File: src/psc_pkg.sv
/*
 * Shared constants and types of the power-on strap capture block.
 * Assumes one platform clock and an active-low asynchronous reset.
 */
package psc_pkg;

    localparam int STRAP_W = 12;
    localparam int FIELD_W = 3;

    // Field positions inside the captured strap word.
    localparam int SERDES1_LSB = 9;
    localparam int SERDES2_LSB = 6;
    localparam int PLAT_PLL_LSB = 3;
    localparam int CORE_PLL_LSB = 0;

    // Encodings that power a SerDes block down; all ones is the default.
    localparam logic [2:0] SERDES1_OFF_CODE = 3'h6;
    localparam logic [2:0] SERDES2_OFF_CODE = 3'h6;

    // Value the capture register holds before any capture.
    localparam logic [11:0] STRAP_RESET = 12'hFFF;
    // Pins with an internal pull-up; the two PLL ratio fields have none.
    localparam logic [11:0] PULLUP_MASK = 12'hFC0;

    // Platform clocks the pull-up and receiver stay on after release.
    localparam logic [2:0] HOLD_CYCLES = 3'h4;
    // Consecutive TMS-high clocks that reach the test reset state.
    localparam logic [2:0] TAP_RESET_COUNT = 3'h5;

    typedef struct packed {
        logic [2:0] serdes1_cfg;
        logic [2:0] serdes2_protocol_select;
        logic [2:0] platform_pll_ratio;
        logic [2:0] core_pll_ratio;
    } psc_straps_t;

    typedef enum logic [1:0] {
        PSC_SAMPLE = 2'b00,
        PSC_HOLD = 2'b01,
        PSC_RUN = 2'b10
    } psc_state_t;

endpackage : psc_pkg

File: src/psc_strap_capture.sv
/*
 * Power-on strap capture with pin turnaround, soft reset to machine check,
 * and the test-reset path of the scan port.
 * Assumes every pin input is asynchronous to clock and is synchronised here.
 */
`timescale 1ns/1ps
`default_nettype none

module psc_strap_capture (
    input wire logic clock,
    input wire logic clk_en,
    input wire logic nrst,
    input wire logic hard_reset_n,
    input wire logic soft_reset_n,
    input wire logic [11:0] strap_pin_in,
    input wire logic [11:0] func_out,
    output logic [11:0] strap_pin_out,
    output logic [11:0] strap_pin_oe_n,
    output logic [11:0] pullup_en,
    output logic receiver_en,
    output psc_pkg::psc_straps_t straps,
    output logic serdes1_power_down,
    output logic serdes2_power_down,
    output logic machine_check,
    input wire logic tck,
    input wire logic tms,
    input wire logic trst_n,
    output logic tap_in_reset
);

    logic [1:0] hr_sync;
    logic [1:0] sr_sync;
    logic [11:0] pin_s1;
    logic [11:0] pin_s2;
    logic [1:0] tck_sync;
    logic [1:0] tms_sync;
    logic [1:0] trst_sync;
    logic sr_prev;
    logic tck_prev;
    logic [2:0] hold_cnt;
    logic [2:0] tms_cnt;
    psc_pkg::psc_state_t state;
    psc_pkg::psc_state_t next_state;

    always_ff @(posedge clock or negedge nrst) begin
        if (!nrst) begin
            hr_sync <= 2'h0;
            sr_sync <= 2'h3;
            pin_s1 <= 12'hFFF;
            pin_s2 <= 12'hFFF;
            tck_sync <= 2'h0;
            tms_sync <= 2'h3;
            trst_sync <= 2'h0;
        end else if (clk_en) begin
            hr_sync <= {hr_sync[0], hard_reset_n};
            sr_sync <= {sr_sync[0], soft_reset_n};
            pin_s1 <= strap_pin_in;
            pin_s2 <= pin_s1;
            tck_sync <= {tck_sync[0], tck};
            tms_sync <= {tms_sync[0], tms};
            trst_sync <= {trst_sync[0], trst_n};
        end
    end

    always_comb begin
        next_state = state;
        case (state)
            psc_pkg::PSC_SAMPLE: begin
                if (hr_sync[1]) begin
                    next_state = psc_pkg::PSC_HOLD;
                end
            end
            psc_pkg::PSC_HOLD: begin
                if (!hr_sync[1]) begin
                    next_state = psc_pkg::PSC_SAMPLE;
                end else if (hold_cnt == psc_pkg::HOLD_CYCLES) begin
                    next_state = psc_pkg::PSC_RUN;
                end
            end
            psc_pkg::PSC_RUN: begin
                if (!hr_sync[1]) begin
                    next_state = psc_pkg::PSC_SAMPLE;
                end
            end
            default: next_state = psc_pkg::PSC_SAMPLE;
        endcase
    end

    always_ff @(posedge clock or negedge nrst) begin
        if (!nrst) begin
            state <= psc_pkg::PSC_SAMPLE;
            hold_cnt <= 3'h0;
        end else if (clk_en) begin
            state <= next_state;
            if (next_state == psc_pkg::PSC_HOLD) begin
                hold_cnt <= hold_cnt + 3'h1;
            end else begin
                hold_cnt <= 3'h0;
            end
        end
    end

    // The level sampled alongside the first high reset sample is taken on the release edge, so
    // anything the pins do after that cannot reach the captured word.
    always_ff @(posedge clock or negedge nrst) begin
        if (!nrst) begin
            straps <= psc_pkg::STRAP_RESET;
        end else if (clk_en) begin
            if (state == psc_pkg::PSC_SAMPLE && hr_sync[1]) begin
                straps <= pin_s2;
            end
        end
    end

    // The receiver and pull-up stay on through the hold window so the
    // capture sees settled levels; output drive starts on the same clock that both drop.
    always_ff @(posedge clock or negedge nrst) begin
        if (!nrst) begin
            strap_pin_oe_n <= 12'hFFF;
            strap_pin_out <= 12'h000;
            pullup_en <= psc_pkg::PULLUP_MASK;
            receiver_en <= 1'b1;
        end else if (clk_en) begin
            strap_pin_out <= func_out;
            if (next_state == psc_pkg::PSC_RUN) begin
                strap_pin_oe_n <= 12'h000;
                pullup_en <= 12'h000;
                receiver_en <= 1'b0;
            end else begin
                strap_pin_oe_n <= 12'hFFF;
                pullup_en <= psc_pkg::PULLUP_MASK;
                receiver_en <= 1'b1;
            end
        end
    end

    always_ff @(posedge clock or negedge nrst) begin
        if (!nrst) begin
            serdes1_power_down <= 1'b0;
            serdes2_power_down <= 1'b0;
        end else if (clk_en) begin
            serdes1_power_down <=
                straps.serdes1_cfg == psc_pkg::SERDES1_OFF_CODE;
            serdes2_power_down <= straps.serdes2_protocol_select ==
                psc_pkg::SERDES2_OFF_CODE;
        end
    end

    always_ff @(posedge clock or negedge nrst) begin
        if (!nrst) begin
            sr_prev <= 1'b1;
            machine_check <= 1'b0;
        end else if (clk_en) begin
            sr_prev <= sr_sync[1];
            machine_check <= sr_prev && !sr_sync[1];
        end
    end

    // Five TMS-high clocks reach test reset from any controller state, so a
    // saturating count tracks that state without the full state machine.
    always_ff @(posedge clock or negedge nrst) begin
        if (!nrst) begin
            tck_prev <= 1'b0;
            tms_cnt <= psc_pkg::TAP_RESET_COUNT;
            tap_in_reset <= 1'b1;
        end else if (clk_en) begin
            tck_prev <= tck_sync[1];
            if (!trst_sync[1]) begin
                tms_cnt <= psc_pkg::TAP_RESET_COUNT;
                tap_in_reset <= 1'b1;
            end else if (tck_sync[1] && !tck_prev) begin
                if (!tms_sync[1]) begin
                    tms_cnt <= 3'h0;
                    tap_in_reset <= 1'b0;
                end else if (tms_cnt != psc_pkg::TAP_RESET_COUNT) begin
                    tms_cnt <= tms_cnt + 3'h1;
                    tap_in_reset <=
                        tms_cnt == psc_pkg::TAP_RESET_COUNT - 3'h1;
                end
            end
        end
    end
endmodule : psc_strap_capture

`default_nettype wire

File: config.mk
export PLATFORM = sky130hd
export DESIGN_NAME = psc_strap_capture
export DESIGN_NICKNAME = d
export VERILOG_FILES = /design/src/psc_pkg.sv /design/src/psc_strap_capture.sv
export SDC_FILE = /design/constraint.sdc
export NUM_CORES = 1
export LEC_CHECK = 0
export ABC_AREA = 1
export BUFFER_PORTS_ARGS = -buffer_cell sky130_fd_sc_hd__buf_4
export CAP_MARGIN = 30
export CORE_MARGIN = 2
export CORE_UTILIZATION = 45
export DETAILED_ROUTE_END_ITERATION = 6
export PLACE_DENSITY = 0.83
export SYNTH_ARGS = -nofsm -noshare
export SYNTH_HDL_FRONTEND = slang
export SYNTH_SLANG_ARGS = --single-unit
File: constraint.sdc
create_clock -name clock -period 1.1 [get_ports clock]
set_input_delay 0.11 -clock clock [delete_from_list [all_inputs] [get_ports clock]]
set_output_delay 0.11 -clock clock [all_outputs]
set_load 0.02 [all_outputs]
==> impl_metrics.py <==
metrics = {
    "floorplanning": {
        "core-area_um2": 6870,
        "fp.dieH_um": 88.5,
        "start_util_pct": 46.8,
        "chipWidth_um": 88.5,
        "die_area_um2": 7830,
        "ios": 85,
        "row_count": 30,
    },
    "clock_network": {
        "path_clk_slew_ns": 0.08,
        "cts_tree": "done",
        "clock_latency_ns": 0.34,
        "cts-buffers-inserted": 9,
        "clock-sinks": 73,
        "cts-root-buf": "clkbuf_8",
        "cts_buffer_depth": 2,
        "ctsHtreeMaxLevel": 3,
    },
    "global_routing": {
        "grt_overflow_total": 0,
        "grt_use_total_pct": 19.3,
        "antenna_found_initial": 0,
        "grt_pass1_wl_mm": 11.6,
        "grt_pass1_vias": 2575,
        "grt_max_degree": 55,
    },
    "layout": {
        "nets": 494,
        "diodes": 0,
        "multi_input_comb_area_um2": 1120,
        "final_layout_size_suffix_gt1_share_pct": 43.9,
        "postLayoutCoreUtil_pct": 67.2,
        "ff_latch_area_um2": 1880,
        "fillers": 537,
        "area_growth_syn_to_layout_pct": 43.7,
        "design_area_um2": 4620,
        "stdcell_count": 558,
    },
    "timing": {
        "tns_ns": -3.83,
        "timing.hold.ws_ns": 0.191,
        "period_minus_slack_ns": 1.28,
        "rsz0062_at_grt": "yes",
        "period_share_pct": 117,
        "fin_skew_ns": 0.00862,
        "hold_violations": 0,
        "fin_ws_ns": -0.184,
        "setup_viol": 35,
        "fmax_mhz": 779,
        "drv_slew": 0,
    },
    "power_and_ir_drop": {
        "p_clk_share_pct": 28.3,
        "leakagePower_nw": 2.24,
        "finalPower_mw": 7.61,
        "p_int_mw": 5.39,
        "ir_drop_mv": 0.972,
        "p_sw_share_pct": 29.1,
        "powerDensity_nw_per_um2": 1650,
        "p_switching_mw": 2.22,
        "seqPwrFrac_pct": 46.5,
        "combPwrFrac_pct": 25.2,
    },
    "status": {
        "violations": "setup timing",
        "status": "finished, violations left",
    },
    "critical_path": {
        "worst-r2r-cell-count": 5,
        "critical_path_required_ns": 1.39,
        "cp-start-kind": "register",
        "crit_arrival_ns": 1.57,
        "r2r_slack_ns": -0.18,
        "worst_setup_path_end_kind": "register",
        "critPathSlowestCell": "dfstp_2",
        "r2r_end": "tms_cnt[1]",
        "r2r-start": "tms_cnt[0]",
        "critPathKind": "register to register",
        "path_cells": "inv_2 -> ha_4 -> and3_4 -> nand3_2 -> nand2_1",
        "max_stage_delay_ns": 0.62,
        "cp_max_fo": 4,
    },
    "yosys": {
        "synth.most_common_cell": "nand2_1",
        "synth_common_cells": "nand2_1, dfstp_2, dfrtp_1, buf_4, inv_1",
        "synthTopCellsByArea": "dfstp_2, dfrtp_1, nand2_1",
        "yosysWarningCount": 0,
        "netlist_instances": 346,
        "ys_ff_latch": 73,
        "yosysTopAreaCell": "dfstp_2",
        "async_reset_ff_share_pct": 100,
        "synth-seq-area-share_pct": 58.6,
        "ys.flop_type": "dfstp_2",
        "synth_top_area_share_pct": 36.8,
        "syn-cell-area_um2": 3210,
        "syn_area_per_cell_um2": 9.28,
        "synth_cell_type_count": 26,
        "synth_edf_count": 0,
    },
    "detailed_routing": {
        "vias_per_cell": 4.61,
        "vias": 2571,
        "wl_mm": 7.04,
        "drt_iter0_drc": 82,
        "wl_per_cell_um": 12.6,
        "ant_nets": 0,
        "drc": 0,
        "firstDrtPassIters": 4,
    },
    "placed_design": {
        "globalplace.congestion": 0.696,
        "port_buffers": 78,
        "place_ws_ns": -0.118,
        "place_area_um2": 3800,
        "place_hpwl_mm": 4.00,
        "dp_cells": 497,
    },
    "min_path": {
        "hold_class": "primary input to asynchronous set/reset pin",
    },
    "job": {
        "max_cap_violations": 0,
    },
}
layout by cell type (no fill, tap or decap), types with 2 or more instances in the layout:
master,synthesis,routed
nand3_1,11,3
clkbuf_8,0,9
inv_2,2,5
buf_12,0,4
dfrtp_1,28,28
inv_1,24,21
o21ai_2,12,13
ha_4,0,3
buf_6,2,19
clkbuf_1,2,2
nand2_4,1,3
dlygate4sd3_1,0,30
nand2_1,143,137
nand2_2,1,6
dfstp_2,45,45
o21ai_0,23,23
buf_4,25,79
nand3_2,0,8
conb_1,1,6
metal layers:
| metal | global-route usage (%) | vias to the layer above | routed length (um) | part of all wire (%) |
|---|---|---|---|---|
| met5 | 0 | - | 0 | 0 |
| met4 | 10.5 | 0 | 171 | 2.4 |
| met3 | 3.64 | 16 | 367 | 5.2 |
| met2 | 31.4 | 88 | 3520 | 50 |
| met1 | 24.5 | 1205 | 2990 | 42 |
| li1 | - | 1262 | - | - |
final cells by class:
class / instances / area share (%)
Timing Repair Buffer: 132 / 25.7
Inverter: 26 / 2.11
Clock inverter: 4 / 1.11
Clock buffer: 12 / 3.39
Multi-Input combinational cell: 215 / 24.3
Tap cell: 96 / 2.60
Sequential cell: 73 / 40.8
registers in the layout, indices dropped and copies added, names as in the netlist, 2 cells and up:
signal         cells
hr_sync            2
trst_sync          2
pin_s1            12
sr_sync            2
tms_sync           2
hold_cnt           3
state              2
pin_s2            12
tck_sync           2
tms_cnt            3
strap_pin_out     12
straps            12
worst max path at each step:
stage | startpoint | to | slack (ns) | cells after the start
3_5_place_dp | tms_cnt[0] | tms_cnt[1] | -0.12 | 5
2_1_floorplan | tms_cnt[0] | tms_cnt[1] | -0.08 | 5
4_1_cts | strap_pin_oe_n[10] | strap_pin_oe_n[1] | -0.19 | 2
5_1_grt | tms_cnt[0] | tms_cnt[1] | -0.24 | 5
3_3_place_gp | tms_cnt[0] | tms_cnt[1] | -0.09 | 5
6_report | tms_cnt[0] | tms_cnt[1] | -0.18 | 5
power by group through the flow:
| stage | Clock [mW] | Combinational, mW | Sequential, mW |
|---|---|---|---|
| detailed placement | 0 | 1.46 | 3.54 |
| global placement | 0 | 1.41 | 3.51 |
| floorplan | 0 | 0.622 | 3.75 |
| global route | 2.34 | 2.11 | 3.58 |
| CTS | 2.21 | 1.83 | 3.52 |
| finish | 2.15 | 1.92 | 3.54 |
critical path: cells and delay by family (launching register included):
| family | cells | cell delay, ns |
|---|---|---|
| adders and majority gates | 1 | 0.25 |
| and+or+nand+nor | 3 | 0.28 |
| buffers and inverters | 1 | 0.07 |
| DFF | 1 | 0.62 |
what timing repair did:
item	CTS	global route
endpoints found under the hold margin	71	0
hold buffers	30	0
gates cloned	0	1
setup endpoints to repair	38	51
buffers inserted	12	2
pin swaps	8	15
gates resized for setup	35	14
cells by family after synthesis:
group                    share of synthesized area (%)
XOR/XNOR                                         0.273
other                                            0.117
buffers and inverters                             11.2
flip-flops                                        58.6
adder cells (fa/ha/maj)                           1.95
AO/OA/AOI/OAI                                     7.99
AND/OR/NAND/NOR                                   19.8
No activity file was read; power rests on OpenSTA's default activity.
